==> src/rtl/sync_fault_map.svh <==
// Offsets, field positions, codes and tables of the synchronous fault recorder
`ifndef SYNC_FAULT_MAP_SVH
`define SYNC_FAULT_MAP_SVH

// Register access space and register addresses
`define SF_SPACE_REGS 6'h04
`define SF_ADDR_STATUS 16'h0300
`define SF_ADDR_FADDR 16'h0400
`define SF_SPACE_UINSTR 6'h08
`define SF_SPACE_SINSTR 6'h09

// Status word field positions
`define SF_BIT_OW 0
`define SF_BIT_FAV 1
`define SF_FT_LO 2
`define SF_FT_HI 4
`define SF_AT_LO 5
`define SF_AT_HI 7
`define SF_LVL_LO 8
`define SF_LVL_HI 9
`define SF_BIT_BE 10
`define SF_BIT_TO 11
`define SF_BIT_UC 12
`define SF_BIT_CBT 13

// Fault type codes
`define SF_FT_NONE 3'h0
`define SF_FT_INVALID 3'h1
`define SF_FT_PROT 3'h2
`define SF_FT_PRIV 3'h3
`define SF_FT_TRANS 3'h4
`define SF_FT_BUS 3'h5

// Entry type codes and deepest table level
`define SF_ET_INVALID 2'h0
`define SF_ET_POINTER 2'h1
`define SF_ET_PAGE 2'h2
`define SF_ET_RESERVED 2'h3
`define SF_LEVEL_LAST 2'h3

// Permission outcome per access type (16 bits each, type 7 on top), 2 bits per permission code
`define SF_PERM_TABLE 128'h2A2A_FA2A_2222_FA22_080A_F80A_0200_F200
`define SF_PERM_ROW 16

// Reset values
`define SF_ZERO_WORD 32'h0000_0000
`endif

==> src/rtl/sync_fault_pkg.sv <==
// Types shared by the synchronous fault recorder
package sync_fault_pkg;
  // Class of the fault whose status is held
  typedef enum logic [1:0] {
    CLS_NONE,
    CLS_INSTR,
    CLS_DATA,
    CLS_TRANS
  } fault_cls_t;
endpackage

==> src/rtl/sync_fault_status_recorder.sv <==
// Synchronous fault status and address recorder with overwrite arbitration
// Function
// - Sort faults: instruction, data, translation (I/D).
// - Instruction fault replaces only instruction status.
// - Data fault replaces instruction, never translation.
// - Translation replaces I/D; never itself replaced.
// - Overwrite flag when held status is replaced, except by a data-side fault over instruction.
// - Set overwrite when pending instruction trap first.
// - Level field holds walk level 0 to 3.
// - Access type from store, space, supervisor.
// - Fault type codes 0 to 5 only.
// - Translation on walk error, reserved, last-level pointer.
// - Invalid entry gives invalid address fault.
// - Page entry permission table gives fault type.
// - Copy-back walk error sets copy-back flag.
// - Address valid for data and translation faults.
// - Record bus error, timeout, uncorrectable flags.
// - Record only highest priority fault type.
// - Reset clears flags, type, valid, overwrite.
// - Reading status clears all status bits.
// - Instruction-space alternate loads count as instruction.
`timescale 1ns/1ps
`default_nettype none
`include "sync_fault_map.svh"
module sync_fault_status_recorder (
  input wire logic i_core_clk,
  input wire logic i_reset_n,
  // Register read port from the processor
  input wire logic i_reg_rd,
  input wire logic [5:0] i_reg_space_ident,
  input wire logic [15:0] i_reg_addr,
  output logic [31:0] o_reg_rd_data,
  output logic o_reg_rd_valid,
  // Fault report from the cache controller and table walker
  input wire logic i_fault_valid,
  input wire logic i_fault_is_data,
  input wire logic [5:0] i_fault_space_ident,
  input wire logic i_acc_store,
  input wire logic i_acc_instr_space,
  input wire logic i_acc_super,
  input wire logic [31:0] i_fault_addr,
  input wire logic i_fault_addr_ok,
  input wire logic i_walk_active,
  input wire logic [1:0] i_walk_level,
  input wire logic [1:0] i_entry_type_code,
  input wire logic i_walk_ext_err,
  input wire logic i_perm_check,
  input wire logic [2:0] i_access_perm_code,
  input wire logic i_bus_err_flag,
  input wire logic i_bus_timeout_flag,
  input wire logic i_uncorrectable_err,
  input wire logic i_copyback_walk_fault,
  // Live status for observation
  output logic [31:0] o_sync_fault_status,
  output logic [31:0] o_sync_fault_addr
);
  import sync_fault_pkg::*;

  typedef struct packed {
    fault_cls_t cls;
    logic overwrite_flag;
    logic fault_addr_valid;
    logic [2:0] fault_type_field;
    logic [2:0] access_type_field;
    logic [1:0] level;
    logic bus_err_flag;
    logic bus_timeout_flag;
    logic uncorrectable_err;
    logic copyback_walk_fault;
    logic [31:0] sync_fault_addr;
    logic [31:0] rd_data;
    logic rd_valid;
  } state_t;

  state_t cur;
  state_t next_cur;
  logic [2:0] new_ft;
  logic new_trans;
  logic [2:0] new_at;
  logic is_instr;
  logic bus_any;
  fault_cls_t new_cls;
  fault_cls_t base_cls;
  logic rd_status;
  logic rd_addr;
  logic allow;
  logic ow_new;
  logic [31:0] status_word;

  ////////////////////////////////////////////////////////////////////////
  // Fault classification
  assign new_at = {i_acc_store, i_acc_instr_space, i_acc_super};
  assign bus_any = i_bus_err_flag | i_bus_timeout_flag | i_uncorrectable_err;
  // Alternate loads in instruction space behave as instruction faults
  assign is_instr = ~i_fault_is_data
    | (i_fault_space_ident == `SF_SPACE_UINSTR)
    | (i_fault_space_ident == `SF_SPACE_SINSTR);

  fault_type_resolver u_resolver (
    .i_walk_active(i_walk_active),
    .i_walk_level(i_walk_level),
    .i_entry_type_code(i_entry_type_code),
    .i_walk_ext_err(i_walk_ext_err),
    .i_perm_check(i_perm_check),
    .i_access_perm_code(i_access_perm_code),
    .i_access_type_field(new_at),
    .i_bus_any(bus_any),
    .o_fault_type_field(new_ft),
    .o_is_trans(new_trans)
  );

  // Class of the incoming fault
  always_comb begin
    if (new_trans) begin
      new_cls = CLS_TRANS;
    end else if (is_instr) begin
      new_cls = CLS_INSTR;
    end else begin
      new_cls = CLS_DATA;
    end
  end

  ////////////////////////////////////////////////////////////////////////
  // Register decode
  assign rd_status = i_reg_rd && i_reg_space_ident == `SF_SPACE_REGS && i_reg_addr == `SF_ADDR_STATUS;
  assign rd_addr = i_reg_rd && i_reg_space_ident == `SF_SPACE_REGS && i_reg_addr == `SF_ADDR_FADDR;
  // A read clears first, so a coinciding fault lands on an empty slot
  assign base_cls = rd_status ? CLS_NONE : cur.cls;

  // Overwrite arbitration by held class and order of arrival
  always_comb begin
    allow = 1'b0;
    ow_new = 1'b0;
    case (base_cls)
      CLS_NONE: begin
        allow = 1'b1;
        ow_new = 1'b0;
      end
      CLS_INSTR: begin
        allow = 1'b1;
        // Pending instruction trap is taken before a later instruction-side fault
        ow_new = (new_cls == CLS_INSTR) | ((new_cls == CLS_TRANS) & is_instr);
      end
      CLS_DATA: begin
        // Instruction fault must not replace data status
        allow = (new_cls != CLS_INSTR);
        ow_new = (new_cls != CLS_INSTR);
      end
      CLS_TRANS: begin
        allow = 1'b0;
        ow_new = 1'b0;
      end
      default: begin
        allow = 1'b0;
        ow_new = 1'b0;
      end
    endcase
  end

  ////////////////////////////////////////////////////////////////////////
  // Status word assembly, reserved bits read zero
  always_comb begin
    status_word = `SF_ZERO_WORD;
    status_word[`SF_BIT_OW] = cur.overwrite_flag;
    status_word[`SF_BIT_FAV] = cur.fault_addr_valid;
    status_word[`SF_FT_HI:`SF_FT_LO] = cur.fault_type_field;
    status_word[`SF_AT_HI:`SF_AT_LO] = cur.access_type_field;
    status_word[`SF_LVL_HI:`SF_LVL_LO] = cur.level;
    status_word[`SF_BIT_BE] = cur.bus_err_flag;
    status_word[`SF_BIT_TO] = cur.bus_timeout_flag;
    status_word[`SF_BIT_UC] = cur.uncorrectable_err;
    status_word[`SF_BIT_CBT] = cur.copyback_walk_fault;
  end

  ////////////////////////////////////////////////////////////////////////
  // Next state
  always_comb begin
    next_cur = cur;
    next_cur.rd_valid = rd_status | rd_addr;
    next_cur.rd_data = `SF_ZERO_WORD;
    if (rd_status) begin
      next_cur.rd_data = status_word;
    end else if (rd_addr) begin
      next_cur.rd_data = cur.sync_fault_addr;
    end
    // Read of the status word clears every status bit
    if (rd_status) begin
      next_cur.cls = CLS_NONE;
      next_cur.overwrite_flag = 1'b0;
      next_cur.fault_addr_valid = 1'b0;
      next_cur.fault_type_field = `SF_FT_NONE;
      next_cur.access_type_field = 3'h0;
      next_cur.level = 2'h0;
      next_cur.bus_err_flag = 1'b0;
      next_cur.bus_timeout_flag = 1'b0;
      next_cur.uncorrectable_err = 1'b0;
      next_cur.copyback_walk_fault = 1'b0;
    end
    // Capture in the detecting cycle; empty reports are ignored
    if (i_fault_valid && new_ft != `SF_FT_NONE && allow) begin
      next_cur.cls = new_cls;
      next_cur.overwrite_flag = ow_new;
      next_cur.fault_type_field = new_ft;
      next_cur.access_type_field = new_at;
      next_cur.level = i_walk_active ? i_walk_level : 2'h0;
      next_cur.bus_err_flag = i_bus_err_flag;
      next_cur.bus_timeout_flag = i_bus_timeout_flag;
      next_cur.uncorrectable_err = i_uncorrectable_err;
      next_cur.copyback_walk_fault = i_copyback_walk_fault & i_walk_active;
      next_cur.fault_addr_valid = (new_cls != CLS_INSTR) | i_fault_addr_ok;
      next_cur.sync_fault_addr = i_fault_addr;
    end
  end

  // State register; reset leaves no fault held
  always_ff @(posedge i_core_clk or negedge i_reset_n) begin
    if (!i_reset_n) begin
      cur <= '0;
    end else begin
      cur <= next_cur;
    end
  end

  assign o_reg_rd_data = cur.rd_data;
  assign o_reg_rd_valid = cur.rd_valid;
  assign o_sync_fault_status = status_word;
  assign o_sync_fault_addr = cur.sync_fault_addr;

  ////////////////////////////////////////////////////////////////////////
  // Checks
  logic fault_in;
  assign fault_in = i_fault_valid && new_ft != `SF_FT_NONE;

  chk_trans_held: assert property (@(posedge i_core_clk) disable iff (!i_reset_n)
    (cur.cls == CLS_TRANS && !rd_status) |=> (cur.cls == CLS_TRANS && $stable(cur.sync_fault_addr)))
    else $error("translation status was replaced");

  chk_instr_no_replace: assert property (@(posedge i_core_clk) disable iff (!i_reset_n)
    (cur.cls == CLS_DATA && fault_in && new_cls == CLS_INSTR && !rd_status) |=> $stable(cur.fault_type_field))
    else $error("instruction fault replaced data status");

  chk_data_over_instr: assert property (@(posedge i_core_clk) disable iff (!i_reset_n)
    (cur.cls == CLS_INSTR && fault_in && new_cls == CLS_DATA && !rd_status)
    |=> (cur.cls == CLS_DATA && !cur.overwrite_flag))
    else $error("data fault did not replace instruction status cleanly");

  chk_ow_double_instr: assert property (@(posedge i_core_clk) disable iff (!i_reset_n)
    (cur.cls == CLS_INSTR && fault_in && new_cls == CLS_INSTR && !rd_status) |=> cur.overwrite_flag)
    else $error("overwrite flag not set on double instruction fault");

  chk_ow_first_clear: assert property (@(posedge i_core_clk) disable iff (!i_reset_n)
    (cur.cls == CLS_NONE && fault_in && !rd_status) |=> !cur.overwrite_flag)
    else $error("overwrite flag set on single fault");

  chk_read_clears: assert property (@(posedge i_core_clk) disable iff (!i_reset_n)
    (rd_status && !i_fault_valid) |=> (status_word == `SF_ZERO_WORD && o_reg_rd_valid))
    else $error("status read did not clear status");

  chk_invalid_code: assert property (@(posedge i_core_clk) disable iff (!i_reset_n)
    (fault_in && base_cls == CLS_NONE && i_walk_active && i_entry_type_code == `SF_ET_INVALID && !new_trans)
    |=> cur.fault_type_field == `SF_FT_INVALID)
    else $error("invalid entry not recorded as invalid address");

  chk_trans_code: assert property (@(posedge i_core_clk) disable iff (!i_reset_n)
    (fault_in && base_cls != CLS_TRANS && i_walk_ext_err) |=> cur.fault_type_field == `SF_FT_TRANS)
    else $error("walk error not recorded as translation");

  chk_fav_data: assert property (@(posedge i_core_clk) disable iff (!i_reset_n)
    (fault_in && allow && new_cls != CLS_INSTR) |=> cur.fault_addr_valid)
    else $error("address valid missing for data or translation fault");

  chk_space_instr: assert property (@(posedge i_core_clk) disable iff (!i_reset_n)
    (fault_in && base_cls == CLS_NONE && !new_trans
      && (i_fault_space_ident == `SF_SPACE_UINSTR || i_fault_space_ident == `SF_SPACE_SINSTR))
    |=> cur.cls == CLS_INSTR)
    else $error("instruction space alternate load not classed as instruction");

  chk_ow_trans_instr: assert property (@(posedge i_core_clk) disable iff (!i_reset_n)
    (cur.cls == CLS_INSTR && fault_in && new_cls == CLS_TRANS && is_instr && !rd_status)
    |=> (cur.cls == CLS_TRANS && cur.overwrite_flag))
    else $error("overwrite flag not set on instruction side translation over instruction");

  chk_ow_trans_data: assert property (@(posedge i_core_clk) disable iff (!i_reset_n)
    (cur.cls == CLS_INSTR && fault_in && new_cls == CLS_TRANS && !is_instr && !rd_status)
    |=> (cur.cls == CLS_TRANS && !cur.overwrite_flag))
    else $error("overwrite flag set on data side translation over instruction");

  chk_ow_data_trans: assert property (@(posedge i_core_clk) disable iff (!i_reset_n)
    (cur.cls == CLS_DATA && fault_in && new_cls == CLS_TRANS && !rd_status)
    |=> (cur.cls == CLS_TRANS && cur.overwrite_flag))
    else $error("translation over data did not replace with overwrite flag");

  chk_level_walk: assert property (@(posedge i_core_clk) disable iff (!i_reset_n)
    (fault_in && allow && i_walk_active)
    |=> (cur.level == $past(i_walk_level)))
    else $error("level field does not hold the walk level");

  chk_bus_flags: assert property (@(posedge i_core_clk) disable iff (!i_reset_n)
    (fault_in && allow) |=> (cur.bus_err_flag == $past(i_bus_err_flag)
      && cur.bus_timeout_flag == $past(i_bus_timeout_flag) && cur.uncorrectable_err == $past(i_uncorrectable_err)))
    else $error("bus outcome flags not recorded with the fault");

  chk_read_fault_same: assert property (@(posedge i_core_clk) disable iff (!i_reset_n)
    (rd_status && fault_in)
    |=> (cur.fault_type_field == $past(new_ft) && o_reg_rd_valid))
    else $error("fault coinciding with status read was lost");
endmodule
`default_nettype wire

==> src/rtl/fault_type_resolver.sv <==
// Picks the single highest priority fault type for one fault occurrence
`timescale 1ns/1ps
`default_nettype none
`include "sync_fault_map.svh"
module fault_type_resolver (
  input wire logic i_walk_active,
  input wire logic [1:0] i_walk_level,
  input wire logic [1:0] i_entry_type_code,
  input wire logic i_walk_ext_err,
  input wire logic i_perm_check,
  input wire logic [2:0] i_access_perm_code,
  input wire logic [2:0] i_access_type_field,
  input wire logic i_bus_any,
  output logic [2:0] o_fault_type_field,
  output logic o_is_trans
);
  localparam logic [127:0] PERM = `SF_PERM_TABLE;
  logic [15:0] perm_row;
  logic [1:0] perm_res;
  logic cand_trans;
  logic cand_inv;

  ////////////////////////////////////////////////////////////////////////
  // Candidate causes
  assign cand_trans = i_walk_ext_err
    | (i_walk_active & (i_entry_type_code == `SF_ET_RESERVED))
    | (i_walk_active & (i_entry_type_code == `SF_ET_POINTER) & (i_walk_level == `SF_LEVEL_LAST));
  assign cand_inv = i_walk_active & (i_entry_type_code == `SF_ET_INVALID);
  // Permission outcome: 0 none, 2 protection, 3 privilege
  assign perm_row = PERM[i_access_type_field * `SF_PERM_ROW +: `SF_PERM_ROW];
  assign perm_res = perm_row[i_access_perm_code * 2 +: 2];
  assign o_is_trans = cand_trans;

  // Priority: translation, invalid, privilege, protection, bus
  always_comb begin
    o_fault_type_field = `SF_FT_NONE;
    if (cand_trans) begin
      o_fault_type_field = `SF_FT_TRANS;
    end else if (cand_inv) begin
      o_fault_type_field = `SF_FT_INVALID;
    end else if (i_perm_check && perm_res != 2'h0) begin
      o_fault_type_field = {1'b0, perm_res};
    end else if (i_bus_any) begin
      o_fault_type_field = `SF_FT_BUS;
    end
  end
endmodule
`default_nettype wire

==> config.mk <==
export PLATFORM = sky130hd
export DESIGN_NAME = sync_fault_status_recorder
export DESIGN_NICKNAME = d
export VERILOG_FILES = /design/src/rtl/sync_fault_pkg.sv /design/src/rtl/sync_fault_status_recorder.sv /design/src/rtl/fault_type_resolver.sv
export VERILOG_INCLUDE_DIRS = /design/src /design/src/rtl
export SDC_FILE = /design/constraint.sdc
export NUM_CORES = 1
export LEC_CHECK = 0
export BUFFER_PORTS_ARGS = -buffer_cell sky130_fd_sc_hd__buf_2
export CORE_MARGIN = 2
export CORE_UTILIZATION = 35
export DETAILED_ROUTE_END_ITERATION = 8
export SYNTH_ARGS = -nofsm -noshare
export SYNTH_HDL_FRONTEND = slang
export SYNTH_HIERARCHICAL = 1
export SYNTH_SLANG_ARGS = --single-unit
==> constraint.sdc <==
create_clock -name i_core_clk -period 1.7 [get_ports i_core_clk]
set_input_delay 0.085 -clock i_core_clk [delete_from_list [all_inputs] [get_ports i_core_clk]]
set_output_delay 0.085 -clock i_core_clk [all_outputs]
set_load 0.02 [all_outputs]
After elaboration in Yosys (flattened, before gate mapping)
Cells that the tools add are included.

Word-level logic and storage cells: 72. Bits in registers: 81.

Eq/ne operators: 14. Muxes and demuxes: 14. Shift operators: 2. Reduce and logical (&&, ||, !) cells: 13. Bitwise logic cells: 16.

Operators by type and width (count): variable part select 128 x 8 -> 16 bit (first input constant) (1); two-way mux 32 bit (2); two-way mux 48 bit (1); == test 16 x 10 -> 1 bit (second input constant) (1); == test 16 x 11 -> 1 bit (second input constant) (1); two-way mux 16 bit (1); variable part select 16 x 5 -> 2 bit (1); == test 6 x 4 -> 1 bit (second input constant) (2); two-way mux 3 bit (4); == test 2 bit (second input constant) (5); bitwise OR 1 bit (9); two-way mux 2 bit (4); AND 1 bit (6); == test 2 x 1 -> 1 bit (second input constant) (3); == test 6 x 3 -> 1 bit (second input constant) (1); logical AND 1 bit (6); one-hot mux 1 bit (3 select lines) (2); logical NOT 2 bit (2); nonzero test 2 bit (2); OR reduction 2 bit (2); nonzero test 3 bit (1); inequality test 2 x 1 -> 1 bit (second input constant) (1); NOT 1 bit (1).

Longest topological paths before layout
Gate-level depths: netlist (run 1).

Depth in word-level cells: 11. Gate-level depth with buffers: 10. Mapped depth without buffers: 9.

By module
Netlist (run 1), hierarchy kept.

Modules (own cells, without submodules): sync_fault_status_recorder (sequential area each 2026.9 µm², times used 1, area an instance 3933.8 µm², cells an instance 301); fault_type_resolver (sequential area each 0.0 µm², times used 1, area an instance 161.4 µm², cells an instance 21).

Worst setup path before layout (run 1)
OpenSTA, ideal clock, no wires.

Path type: input to register. Start: in i_walk_level[0]. End: reg cur (netlist bit o_sync_fault_addr[0]). Arrival time: 1958 ps. Slack: -383 ps. Library setup time: 125 ps. Stages on the path: 8. Cells stage by stage: a21o_1 a31oi_4 inv_1 or4b_1 o211a_1 o21a_4 buf_12 mux2_4.

Word-level cells in the longest chain between the ends: 7. Elaborated cells between the ends (all ways): 10. Those cells by class: 2 x eq/ne; 3 x mux; 2 x bitwise; 3 x reduce/logical.

Ends and longest elaborated chain: start: declaration (line sync_fault_status_recorder.sv:44) `input wire logic [1:0] i_walk_level,`; == test 2 bit (no line) *; AND 1 bit * (line fault_type_resolver.sv:27) `` | (i_walk_active & (i_entry_type_code == `SF_ET_POINTER) & (i_walk_level == `SF_LEVEL_LAST)); ``; bitwise OR 1 bit * (line fault_type_resolver.sv:25) `assign cand_trans = i_walk_ext_err`; net new_trans (line sync_fault_status_recorder.sv:78) `logic new_trans;`; two-way mux 2 bit or two-way mux 3 bit (tied branches) (line sync_fault_status_recorder.sv:114, fault_type_resolver.sv:37); inequality test 2 x 1 -> 1 bit or nonzero test 3 bit (tied branches); one-hot mux 1 bit (3 select lines) or logical AND 1 bit (tied branches); logical AND 1 bit * (line sync_fault_status_recorder.sv:200) `` if (i_fault_valid && new_ft != `SF_FT_NONE && allow) begin ``; end signal: assignment (line sync_fault_status_recorder.sv:220) `cur <= next_cur;`; end: declaration (line sync_fault_status_recorder.sv:75) `state_t cur;`.

Mark *: on every way through the listed nets, which the timed path passes. The rest lies on a longest branch. A chain may end at the register's enable or synchronous reset.

Worst setup path in the final report (run 1)
Start: reg cur[80] (netlist bit). End: reg cur (netlist bit o_sync_fault_addr[15]).

Word-level cells in the longest chain between the ends: 5. Elaborated cells between the ends (all ways): 8. Those cells by class: 3 x eq/ne; 2 x mux; 3 x reduce/logical.

Ends and longest elaborated chain: two-way mux 2 bit * (line sync_fault_status_recorder.sv:128) `assign base_cls = rd_status ? CLS_NONE : cur.cls;`; == test 2 x 1 -> 1 bit or logical NOT 2 bit (tied branches) (line sync_fault_status_recorder.sv:134) `case (base_cls)`; OR reduction 2 bit (no line); one-hot mux 1 bit (3 select lines) * (line sync_fault_status_recorder.sv:134); logical AND 1 bit * (line sync_fault_status_recorder.sv:200).

Every way passes the cells marked *; elsewhere a longest branch is shown, timed or not.

==> summary.md, run 1 <==
| Metric | Value |
|---|---|
| Cells taking the most area after synthesis | `sky130_fd_sc_hd__dfrtp_1 49%, sky130_fd_sc_hd__buf_4 18%, sky130_fd_sc_hd__mux2_4 11%, sky130_fd_sc_hd__a22o_1 4.5%, sky130_fd_sc_hd__and2_1 2.9%` |
| Sum Neg Setup Slack | `-7.23 ns` |
| Total gr overflow | `0` |
| Clock tree from TritonCTS | `yes` |
| Run status | `finished, violations left` |
| Sink count of the clock tree | `between 80 and 90` |
| H-tree depth reported by CTS | `3` |
| Clock slew at reported path FFs | `0.05 ns` |
| Signed area change from the synthesized netlist to the final layout | `29.4%` |
| DRC violations left | `0` |
| Share of the synthesized area in the top cell type | `roughly 49%` |
| Number of filler instances in the final layout | `roughly 1.1k` |
| Diodes inserted | `0` |
| Total leakage power | `around 2.8 nW` |
| Die extent in y | `112 um` |
| Total I/O pin count | `180` |
| Maximum fanout along the worst path | `17` |
| Pre-Repair DR Iteration Count | `4` |
| Most used flip-flop cell after synthesis | `sky130_fd_sc_hd__dfrtp_1` |
| Final hold slack | `0.0367 ns` |
| Wire length of the first global-routing pass | `14000 um` |
| Maximum number of pins on one net before global-route repair | `48` |
| Number of buffers created by CTS | `9` |
| Number of standard cells after synthesis | `322` |
| Total placed instance area | `4640 sq um` |
| Total number of vias | `roughly 2.7k` |
| Clock network power share | `approximately 25%` |
| Number of synthesis warnings | `6` |
| Count of pins over their slew limit | `0` |
| Setup ws final | `-0.194 ns` |
| Cell chosen for the clock root | `sky130_fd_sc_hd__clkbuf_16` |
| Overall Global Routing Usage | `between 10% and 20%` |
| Net switching fraction of the power | `about a third` |
| Ratio of cells with drive above 1 in the final layout | `53.6%` |
| Violated checks | `negative setup slack` |
| RePlAce Congestion | `0.777` |
| Initial cell density of the core | `roughly 36%` |
| Detailed placement HPWL | `about 6500 um` |
| Number of global-route vias before repair | `2730` |
| Largest area contributor in the synthesized netlist | `sky130_fd_sc_hd__dfrtp_1` |
| Final ANT Viol Nets | `0` |
| Max Cap Violations | `0` |
| Port bufs | `160` |
| Final hold viol count | `0` |
| Die W | `roughly 110 um` |
| Period utilization | `111%` |
| Avg Cell Area, Syn | `between 10 and 15 sq um` |
| FMAX | `roughly 0.53 GHz` |
| Sw Pwr | `approximately 0.0027 W` |
| Internal Power | `0.00522 W` |
| Total setup violations reported at the end of the flow | `47` |
| Share of the core filled with cells in the final layout | `46.4%` |
| Total number of placement rows | `39` |
| Area of all placed cells without fillers | `5300 sq um` |
| Netlist area before placement | `roughly 4100 sq um` |
| Buffers from clock root to sink, at most | `2` |
| Area taken by flip-flops and latches | `between 2000 and 2500 sq um` |
| Total length of routed wires | `8930 um` |
| Sequential group share of total power | `around 38%` |
| Required time of the critical path | `1.91 ns` |
| Die Area | `12600 sq um` |
| Power density relative to cell area | `~1500 nW/um^2` |
| Arrival time at the worst endpoint | `2.10 ns` |
| Asr flop ratio synth | `100%` |
| Core outline area | `~11000 sq um` |
| Final #Nets | `554` |
| Launching element type of the critical path | `flop` |
| Per-cell routed wire length | `between 10 and 15 um` |
| Seq/Total Area, Yosys | `49.5%` |
| Count of cell types in the netlist | `47` |
| Layout Skew | `about 0.0041 ns` |
| Detailed Route Iter0 Violations | `145` |
| Number of antenna violations at the first check in global routing | `0` |
| Start-to-end type of the worst setup path | `reg2reg` |
| Relative contribution of combinational cells to total power | `around 37%` |
| Number of vias per cell after detailed routing | `4.40` |
| Shortest clock period the worst path allows after layout | `roughly 1.9 ns` |
| Insertion delay to the later sink of the worst-skew pair | `~0.33 ns` |
| Count of state elements after synthesis | `between 80 and 90` |
| Unrepaired setup endpoints after global routing | `true` |
| CP Capture Type | `flop` |
| Hold Path Class | `in2reg` |
| Number of flops mapped to enable cells by yosys | `0` |
| Multi-input gate area in the final layout | `between 1000 and 1500 sq um` |
| Maximum resistive drop on vdd | `roughly 0.87 mV` |
## registers in the layout, summed over array words and instances, names as in the netlist
| signal | cells |
|---|---|
| o_sync_fault_addr | 32 |
| cur | 2 |
| o_reg_rd_data | 32 |
| o_sync_fault_status | 14 |
| o_reg_rd_valid | 1 |
## logic make-up after synthesis
family                    synth area share (%)
xor gates and xnor gates                 0.214
muxes                                     11.6
AOI/OAI and AO/OA                         9.87
other                                   0.0916
and+or+nand+nor                           8.49
DFF                                       49.5
buffers and inverters                     20.2
## cell type report
type | instances | area share, %
clock inverter | 2 | 0.661
timing repair buffer | 226 | 27.6
clock buffer | 14 | 5.17
tap | 143 | 3.38
sequential | 81 | 38.3
multi-input combinational | 150 | 24.8
inverter | 3 | 0.213
## through the flow
step	instances	power [W]	setup slack [ns]
2_1_floorplan	339	0.00561	-0.289
3_3_place_gp	569	0.00583	-0.440
3_5_place_dp	569	0.00590	-0.483
4_1_cts	619	0.00798	-0.206
5_1_grt	619	0.00829	-0.244
6_report	619	0.00788	-0.194
## path summary, 6_finish.rpt
check | startpoint | cells past startpoint | slack [ns] | endpoint
min in group asynchronous | i_reset_n | 2 | 0.26 | o_sync_fault_addr[16]$_DFFE_PN0P_
worst min-delay path | i_fault_addr_ok | 3 | 0.04 | o_sync_fault_status[1]$_DFFE_PN0P_
worst max-delay path | cur[80]$_DFFE_PN0P_ | 5 | -0.19 | o_sync_fault_addr[15]$_DFFE_PN0P_
worst min register to register | o_sync_fault_addr[30]$_DFFE_PN0P_ | 1 | 0.50 | o_reg_rd_data[30]$_DFF_PN0_
max in group asynchronous | i_reset_n | 3 | 0.85 | o_sync_fault_addr[4]$_DFFE_PN0P_
worst max register to register | cur[80]$_DFFE_PN0P_ | 5 | -0.19 | o_sync_fault_addr[15]$_DFFE_PN0P_
## worst max-delay path, stage by stage, from the launching register on
cell	delay, ns
sky130_fd_sc_hd__dfrtp_1	0.38
sky130_fd_sc_hd__or4b_1	0.44
sky130_fd_sc_hd__o211a_1	0.24
sky130_fd_sc_hd__o21a_4	0.24
sky130_fd_sc_hd__buf_12	0.17
sky130_fd_sc_hd__mux2_4	0.30
## Yosys cell counts, types with 2 or more instances
cell and number:
sky130_fd_sc_hd__o21ai_1 3, sky130_fd_sc_hd__or2_2 2, sky130_fd_sc_hd__buf_12 3, sky130_fd_sc_hd__inv_1 3, sky130_fd_sc_hd__nand3_1 2, sky130_fd_sc_hd__o2bb2ai_1 3
sky130_fd_sc_hd__a32o_1 6, sky130_fd_sc_hd__nor2_1 5, sky130_fd_sc_hd__nor4_1 3, sky130_fd_sc_hd__dfrtp_1 81, sky130_fd_sc_hd__nand2_1 5, sky130_fd_sc_hd__o31ai_1 2
sky130_fd_sc_hd__mux2_4 31, sky130_fd_sc_hd__and2_1 19, sky130_fd_sc_hd__clkbuf_1 3, sky130_fd_sc_hd__nor3_1 2, sky130_fd_sc_hd__or3b_2 2, sky130_fd_sc_hd__a22o_1 21
sky130_fd_sc_hd__buf_4 97, sky130_fd_sc_hd__nor4b_1 2
## power by group through the flow
stage	sequential (W)	clock (W)	combinational, W
global placement	0.00302	0	0.00281
detailed placement	0.00304	0	0.00286
global route	0.00310	0.00208	0.00310
CTS	0.00302	0.00201	0.00296
floorplan	0.00284	0	0.00276
finish	0.00300	0.00195	0.00293
## cell usage in the layout (no fill, tap or decap), types with 2 or more instances in the layout
cell type                       Yosys  routed
sky130_fd_sc_hd__buf_2              1     159
sky130_fd_sc_hd__dfrtp_1           81      81
sky130_fd_sc_hd__dlygate4sd3_1      0      33
sky130_fd_sc_hd__mux2_4            31      31
sky130_fd_sc_hd__buf_4             97      27
sky130_fd_sc_hd__a22o_1            21      21
sky130_fd_sc_hd__and2_1            19      19
sky130_fd_sc_hd__conb_1             1      18
sky130_fd_sc_hd__clkbuf_16          0       9
sky130_fd_sc_hd__a32o_1             6       6
sky130_fd_sc_hd__buf_12             3       6
sky130_fd_sc_hd__nand2_1            5       5
sky130_fd_sc_hd__nor2_1             5       4
sky130_fd_sc_hd__nor4_1             3       3
sky130_fd_sc_hd__o2bb2ai_1          3       3
sky130_fd_sc_hd__clkbuf_8           0       3
sky130_fd_sc_hd__o21ai_1            3       3
sky130_fd_sc_hd__nor4b_1            2       2
sky130_fd_sc_hd__nand3_1            2       2
sky130_fd_sc_hd__nor3_1             2       2
sky130_fd_sc_hd__or3b_2             2       2
sky130_fd_sc_hd__o31ai_1            2       2
sky130_fd_sc_hd__inv_1              3       2
sky130_fd_sc_hd__clkbuf_1           3       2
## layer usage
layer,up-vias,GRT usage (%),wire [um]
met1,1325,18.2,3810
met4,0,5.04,161
li1,1293,-,-
met5,-,0,0
met3,13,4.32,529
met2,94,22.7,4420
## repair_timing
action	4_1_cts	5_1_grt
setup endpoints to repair	47	47
resized for setup	3	0
pin swaps	1	0
setup buffers	1	0
endpoints found under the hold margin	66	0
hold buffers	33	0
Power figures use the tool's default switching activity.
==> run 2, diff against run 1 <==
--- a/config.mk
+++ b/config.mk
@@ -10,6 +10,7 @@
 export CORE_MARGIN = 2
 export CORE_UTILIZATION = 35
 export DETAILED_ROUTE_END_ITERATION = 8
+export SKIP_CTS_REPAIR_TIMING = 1
 export SYNTH_ARGS = -nofsm -noshare
 export SYNTH_HDL_FRONTEND = slang
 export SYNTH_HIERARCHICAL = 1
==> run 2 against run 1 <==
Against the previous run:
- the run ends with negative hold slack, negative setup slack left
- register-to-register slack got worse by 0.04 ns
- via count increased by 0.81%
- critical path depth unchanged
- largest cell class unchanged
- largest power group unchanged
==> summary.md, run 2 (same netlist as run 1, synthesis figures left out) <==
| Metric | Value |
|---|---|
| Run status | `finished, violations left` |
| Violated checks | `negative hold slack, negative setup slack` |
| Final hold slack | `-0.00583 ns (-0.0426 ns)` |
| Layout Skew | `0.00395 ns (-0.000185 ns)` |
| Maximum resistive drop on vdd | `0.875 mV (about the same)` |
| Leading cell type in the layout, fill and taps excluded | `sky130_fd_sc_hd__buf_2` |
| Ratio of cells with drive above 1 in the final layout | `53.9% (+0.32 points)` |
| CP Capture Type | `flop` |
| Maximum fanout along the worst path | `17 (unchanged)` |
| Commonest cells after routing, fill and taps aside | `159 x sky130_fd_sc_hd__buf_2, 81 x sky130_fd_sc_hd__dfrtp_1, 32 x sky130_fd_sc_hd__dlygate4sd3_1` |
| Total placed instance area | `4640 sq um (unchanged)` |
| Cell chosen for the clock root | `sky130_fd_sc_hd__clkbuf_16` |
| Buffers from clock root to sink, at most | `2 (unchanged)` |
| Period utilization | `114% (+2.1 points)` |
| Final #Nets | `553 (-0.18%)` |
| Insertion delay to the later sink of the worst-skew pair | `0.33 ns (about the same)` |
| Number of global-route vias before repair | `2491 (-8.8%)` |
| Internal Power | `0.00522 W (about the same)` |
| Number of filler instances in the final layout | `1068 (+0.19%)` |
| Per-cell routed wire length | `14.5 um (+0.30%)` |
| Total number of placement rows | `39 (unchanged)` |
| Start-to-end type of the worst setup path | `reg2reg` |
| Area of all placed cells without fillers | `5290 sq um (-0.14%)` |
| Initial cell density of the core | `35.9% (unchanged)` |
| Total leakage power | `2.77 nW (-0.16%)` |
| Max Cap Violations | `0 (unchanged)` |
| Die Area | `12600 sq um (unchanged)` |
| DRC violations left | `0 (unchanged)` |
| Number of antenna violations at the first check in global routing | `0 (unchanged)` |
| Number of buffers created by CTS | `9 (unchanged)` |
| Hold Path Class | `in2reg` |
| Shortest clock period the worst path allows after layout | `1.93 ns (+0.0361 ns)` |
| Maximum number of pins on one net before global-route repair | `48 (unchanged)` |
| Setup ws final | `-0.230 ns (-0.0361 ns)` |
| Total I/O pin count | `180 (unchanged)` |
| Relative contribution of combinational cells to total power | `37.2% (about the same)` |
| Sw Pwr | `0.00267 W (+0.52%)` |
| H-tree depth reported by CTS | `3 (unchanged)` |
| Number of vias per cell after detailed routing | `4.44 (+0.97%)` |
| Total length of routed wires | `8940 um (+0.13%)` |
| Total number of vias | `2747 (+0.81%)` |
| Wire length of the first global-routing pass | `13100 um (-6.2%)` |
| Signed area change from the synthesized netlist to the final layout | `29.2%` |
| RePlAce Congestion | `0.777 (unchanged)` |
| Detailed Route Iter0 Violations | `172 (+19%)` |
| Port bufs | `160 (unchanged)` |
| Sequential group share of total power | `38.0% (about the same)` |
| Clock network power share | `24.7% (about the same)` |
| Total setup violations reported at the end of the flow | `47 (unchanged)` |
| Final hold viol count | `1 (+1)` |
| Diodes inserted | `0 (unchanged)` |
| Final ANT Viol Nets | `0 (unchanged)` |
| Count of pins over their slew limit | `0 (unchanged)` |
| Detailed placement HPWL | `6480 um (unchanged)` |
| Die extent in y | `112 um (unchanged)` |
| FMAX | `0.518 GHz (-1.9%)` |
| Required time of the critical path | `1.91 ns (about the same)` |
| Clock tree from TritonCTS | `yes` |
| Core outline area | `11400 sq um (unchanged)` |
| Net switching fraction of the power | `33.8% (+0.11 points)` |
| Clock slew at reported path FFs | `0.06 ns (about the same)` |
| Power density relative to cell area | `1490 nW/um^2 (+0.33%)` |
| Area taken by flip-flops and latches | `2030 sq um (unchanged)` |
| Pre-Repair DR Iteration Count | `4 (unchanged)` |
| Overall Global Routing Usage | `13.3% (-0.88 points)` |
| Total gr overflow | `0 (unchanged)` |
| Unrepaired setup endpoints after global routing | `true` |
| Sum Neg Setup Slack | `-8.68 ns (-1.45 ns)` |
| Die W | `112 um (unchanged)` |
| Sink count of the clock tree | `81 (unchanged)` |
| Arrival time at the worst endpoint | `2.14 ns (+0.04 ns)` |
| Multi-input gate area in the final layout | `1320 sq um (+0.48%)` |
| Launching element type of the critical path | `flop` |
-- run 2: cell count changes in the layout (fill, tap and decap cells not counted) --
cell,delta
sky130_fd_sc_hd__buf_4,+1
sky130_fd_sc_hd__buf_6,-1
sky130_fd_sc_hd__dlygate4sd3_1,-1
sky130_fd_sc_hd__o2bb2ai_1,-1
sky130_fd_sc_hd__o2bb2ai_2,+1
-- run 2: area by class of cell --
class	instances	area share [%]
sequential	81	38.3
clock buffer	14	5.18
inverter	3	0.213
clock inverter	2	0.662
tap	143	3.38
timing repair buffer	225	27.3
multi-input combinational	150	24.9
-- run 2: critical path, cell delays in order, from the launching register on --
cell	delay (ns)
sky130_fd_sc_hd__dfrtp_1	0.38
sky130_fd_sc_hd__or4b_1	0.45
sky130_fd_sc_hd__o211a_1	0.27
sky130_fd_sc_hd__o21a_4	0.24
sky130_fd_sc_hd__buf_12	0.17
sky130_fd_sc_hd__mux2_4	0.30
-- run 2: final timing paths --
check	from	to	slack [ns]	cells past startpoint
min reg2reg	o_sync_fault_addr[30]$_DFFE_PN0P_	o_reg_rd_data[30]$_DFF_PN0_	0.50	1
min in group asynchronous	i_reset_n	o_sync_fault_addr[16]$_DFFE_PN0P_	0.26	2
min	i_fault_addr[30]	o_sync_fault_addr[30]$_DFFE_PN0P_	-0.006	2
max reg2reg	cur[80]$_DFFE_PN0P_	o_sync_fault_addr[15]$_DFFE_PN0P_	-0.23	5
max in group asynchronous	i_reset_n	o_sync_fault_addr[4]$_DFFE_PN0P_	0.85	3
max	cur[80]$_DFFE_PN0P_	o_sync_fault_addr[15]$_DFFE_PN0P_	-0.23	5
-- run 2: through the flow --
step | hold slack (ns) | setup WS, ns | total power (W) | std cells | util [%]
5_1_grt | 0.00740 | -0.277 | 0.00829 | 618 | 46.3
3_5_place_dp | 0.0659 | -0.483 | 0.00590 | 569 | 40.7
3_3_place_gp | 0.0637 | -0.440 | 0.00583 | 569 | 40.7
2_1_floorplan | -0.211 | -0.289 | 0.00561 | 339 | -
6_report | -0.00583 | -0.230 | 0.00790 | 618 | 46.3
4_1_cts | -0.284 | -0.239 | 0.00788 | 585 | 43.4
-- run 2: power groups by stage --
stage	registers, W	clock network, W	logic [W]
floorplan	0.00284	0	0.00276
global placement	0.00302	0	0.00281
detailed placement	0.00304	0	0.00286
CTS	0.00302	0.00201	0.00286
global route	0.00310	0.00208	0.00311
finish	0.00300	0.00195	0.00294
-- run 2: layer usage --
metal  wire (um)  GRT usage (%)  up-vias
met5           0              0        -
met4         114           3.66        0
met3         540           4.32        9
met2        4470           20.6      101
met1        3820           17.9     1345
li1            -              -     1292
==> run 3, diff against run 2 <==
--- a/config.mk
+++ b/config.mk
@@ -6,10 +6,11 @@
 export SDC_FILE = /design/constraint.sdc
 export NUM_CORES = 1
 export LEC_CHECK = 0
-export BUFFER_PORTS_ARGS = -buffer_cell sky130_fd_sc_hd__buf_2
 export CORE_MARGIN = 2
-export CORE_UTILIZATION = 35
+export CORE_UTILIZATION = 57
 export DETAILED_ROUTE_END_ITERATION = 8
+export DONT_BUFFER_PORTS = 1
+export PLACE_DENSITY = 0.75
 export SKIP_CTS_REPAIR_TIMING = 1
 export SYNTH_ARGS = -nofsm -noshare
 export SYNTH_HDL_FRONTEND = slang
==> run 3 against run 2 <==
Against the previous run:
- the flow still finishes with violations (negative hold slack, negative setup slack)
- non-clock buffer count fell by 159
- via count fell by 18%
- final cell count fell by 33%
- combinational power fell by 48%
- maximum frequency rose by 0.77%
- wire length fell by 7.5%
- sequential cell count did not move
- worst hold slack got worse by 0.57 ns
- largest cell class unchanged
==> summary.md, run 3 (same netlist as run 1, synthesis figures left out) <==
| Metric | Value |
|---|---|
| Required time of the critical path | `1.93 ns (+0.02 ns)` |
| Layout Skew | `0.0118 ns (+0.00786 ns)` |
| Commonest cells after routing, fill and taps aside | `81 x sky130_fd_sc_hd__dfrtp_1, 48 x sky130_fd_sc_hd__dlygate4sd3_1, 31 x sky130_fd_sc_hd__mux2_4` |
| Number of antenna violations at the first check in global routing | `0 (unchanged)` |
| Buffers from clock root to sink, at most | `2 (unchanged)` |
| Sw Pwr | `0.00252 W (-5.9%)` |
| Initial cell density of the core | `59.6% (+24 points)` |
| Start-to-end type of the worst setup path | `reg2reg` |
| Layout Cells excl Fill | `412 (-33%)` |
| Critical Path, Cell by Cell | `or4b_4 -> o211a_4 -> o21a_4 -> buf_12 -> mux2_4` |
| Run status | `finished, violations left` |
| Total setup violations reported at the end of the flow | `47 (unchanged)` |
| Diodes inserted | `0 (unchanged)` |
| Detailed placement HPWL | `5580 um (-14%)` |
| Maximum number of pins on one net before global-route repair | `82 (+71%)` |
| Layer with the highest usage after global routing | `met2` |
| Final hold viol count | `81 (+80)` |
| Final hold slack | `-0.573 ns (-0.567 ns)` |
| Die W | `88.8 um (-21%)` |
| Total power | `0.00674 W (-15%)` |
| Slowest cell on the critical path | `sky130_fd_sc_hd__or4b_4` |
| Shortest clock period the worst path allows after layout | `1.92 ns (-0.0148 ns)` |
| Final #Nets | `394 (-29%)` |
| Sink count of the clock tree | `81 (unchanged)` |
| Core outline area | `6870 sq um (-40%)` |
| Arrival time at the worst endpoint | `2.14 ns (about the same)` |
| Met1 capacity usage during global routing | `23.1% (+5.1 points)` |
| Setup ws final | `-0.215 ns (+0.0148 ns)` |
| Leading cell type in the layout, fill and taps excluded | `sky130_fd_sc_hd__dfrtp_1` |
| Maximum fanout along the worst path | `22 (+5)` |
| Port bufs | `0 (-100%)` |
| Unrepaired setup endpoints after global routing | `true` |
| Maximum resistive drop on vdd | `0.687 mV (-21%)` |
| FMAX | `0.522 GHz (+0.77%)` |
| Total gr overflow | `0 (unchanged)` |
| Per-cell routed wire length | `20.1 um (+39%)` |
| Violated checks | `negative hold slack, negative setup slack` |
| Launching element type of the critical path | `flop` |
| Period utilization | `113% (-0.87 points)` |
| Hold Path Class | `in2async` |
| Cell type group with the largest total delay on the critical path | `compound AO/OA/AOI/OAI gates` |
| Insertion delay to the later sink of the worst-skew pair | `0.35 ns (+0.02 ns)` |
| Pre-Repair DR Iteration Count | `4 (unchanged)` |
| Global Route met2 Usage | `31.2% (+11 points)` |
| Wire length of the first global-routing pass | `11400 um (-13%)` |
| Overall Global Routing Usage | `19.5% (+6.3 points)` |
| Relative contribution of combinational cells to total power | `22.5% (-15 points)` |
| Total number of vias | `2249 (-18%)` |
| Number of buffers and inverters on the critical path | `1 (unchanged)` |
| Sequential group share of total power | `55.5% (+18 points)` |
| Setup WS pre-CTS | `-0.416 ns (+0.0670 ns)` |
| Clock slew at reported path FFs | `0.09 ns (+0.03 ns)` |
| Internal Power | `0.00423 W (-19%)` |
| Total length of routed wires | `8260 um (-7.5%)` |
| Cell chosen for the clock root | `sky130_fd_sc_hd__clkbuf_8` |
| Placed cell count | `348 (-39%)` |
| Global Route met3 Usage | `8.58% (+4.3 points)` |
| Number of global-route vias before repair | `2140 (-14%)` |
| Delay of the slowest cell on the worst path | `0.47 ns (+0.02 ns)` |
| Count of pins over their slew limit | `0 (unchanged)` |
| Detailed Route Iter0 Violations | `134 (-22%)` |
| Total leakage power | `2.00 nW (-28%)` |
| RePlAce Congestion | `0.798 (+2.8%)` |
| Total I/O pin count | `180 (unchanged)` |
| Final ANT Viol Nets | `0 (unchanged)` |
| Power density relative to cell area | `1550 nW/um^2 (+3.8%)` |
| Ratio of cells with drive above 1 in the final layout | `26.6% (-27 points)` |
| Clock tree from TritonCTS | `yes` |
| Number of vias per cell after detailed routing | `5.46 (+23%)` |
| H-tree depth reported by CTS | `3 (unchanged)` |
| Die extent in y | `88.8 um (-21%)` |
| Number of buffers created by CTS | `9 (unchanged)` |
| Signed area change from the synthesized netlist to the final layout | `6.32%` |
| Die Area | `7880 sq um (-37%)` |
| Max Cap Violations | `0 (unchanged)` |
| Clock network power share | `22.0% (-2.7 points)` |
| Total number of placement rows | `30 (-23%)` |
| Net switching fraction of the power | `37.3% (+3.4 points)` |
| CP Capture Type | `flop` |
| DRC violations left | `0 (unchanged)` |
run 3: cell type report:
cell class	count	area [sq um]
clock buffer	10	138
inverter	3	11.3
multi-input combinational	150	1320
tap	96	120
sequential	81	2030
clock inverter	6	73.8
timing repair buffer	66	666
fill	524	2510
run 3: worst paths after layout:
path / slack [ns] / to / startpoint / cells past startpoint
max: -0.22 / o_sync_fault_addr[5]$_DFFE_PN0P_ / cur[80]$_DFFE_PN0P_ / 5
min: -0.57 / o_sync_fault_status[12]$_DFFE_PN0P_ / i_reset_n / 0
max reg2reg: -0.22 / o_sync_fault_addr[5]$_DFFE_PN0P_ / cur[80]$_DFFE_PN0P_ / 5
min reg2reg: 0.55 / cur[79]$_DFFE_PN0P_ / cur[79]$_DFFE_PN0P_ / 1
max in group asynchronous: 2.12 / o_reg_rd_data[12]$_DFF_PN0_ / i_reset_n / 0
min in group i_core_clk: 0.05 / cur[79]$_DFFE_PN0P_ / i_fault_is_data / 3
run 3: through the flow:
step	util [%]	hold WS [ns]	area, sq um	setup TNS, ns
global placement	53.2	-0.208	3650	-14.71
finish	63.4	-0.573	4350	-7.47
detailed placement	53.2	-0.208	3650	-17.48
global route	63.4	-0.617	4350	-9.10
CTS	56.2	-0.598	3860	-8.09
floorplan	-	-0.211	4160	-11.65
run 3: per-layer routing:
metal | up-vias | part of all wire, %
met1 | 1128 | 39
met3 | 6 | 8.6
met5 | - | 0
met2 | 138 | 51
met4 | 0 | 1.1
li1 | 977 | -
run 3: power groups by stage:
| stage | clock [W] | combinational, W | sequential (W) |
|---|---|---|---|
| final | 0.00148 | 0.00152 | 0.00374 |
| after global routing | 0.00164 | 0.00163 | 0.00383 |
| after CTS | 0.00152 | 0.00140 | 0.00374 |
| after detailed placement | 0 | 0.00140 | 0.00377 |
| after global placement | 0 | 0.00135 | 0.00376 |
| after floorplan | 0 | 0.00276 | 0.00284 |
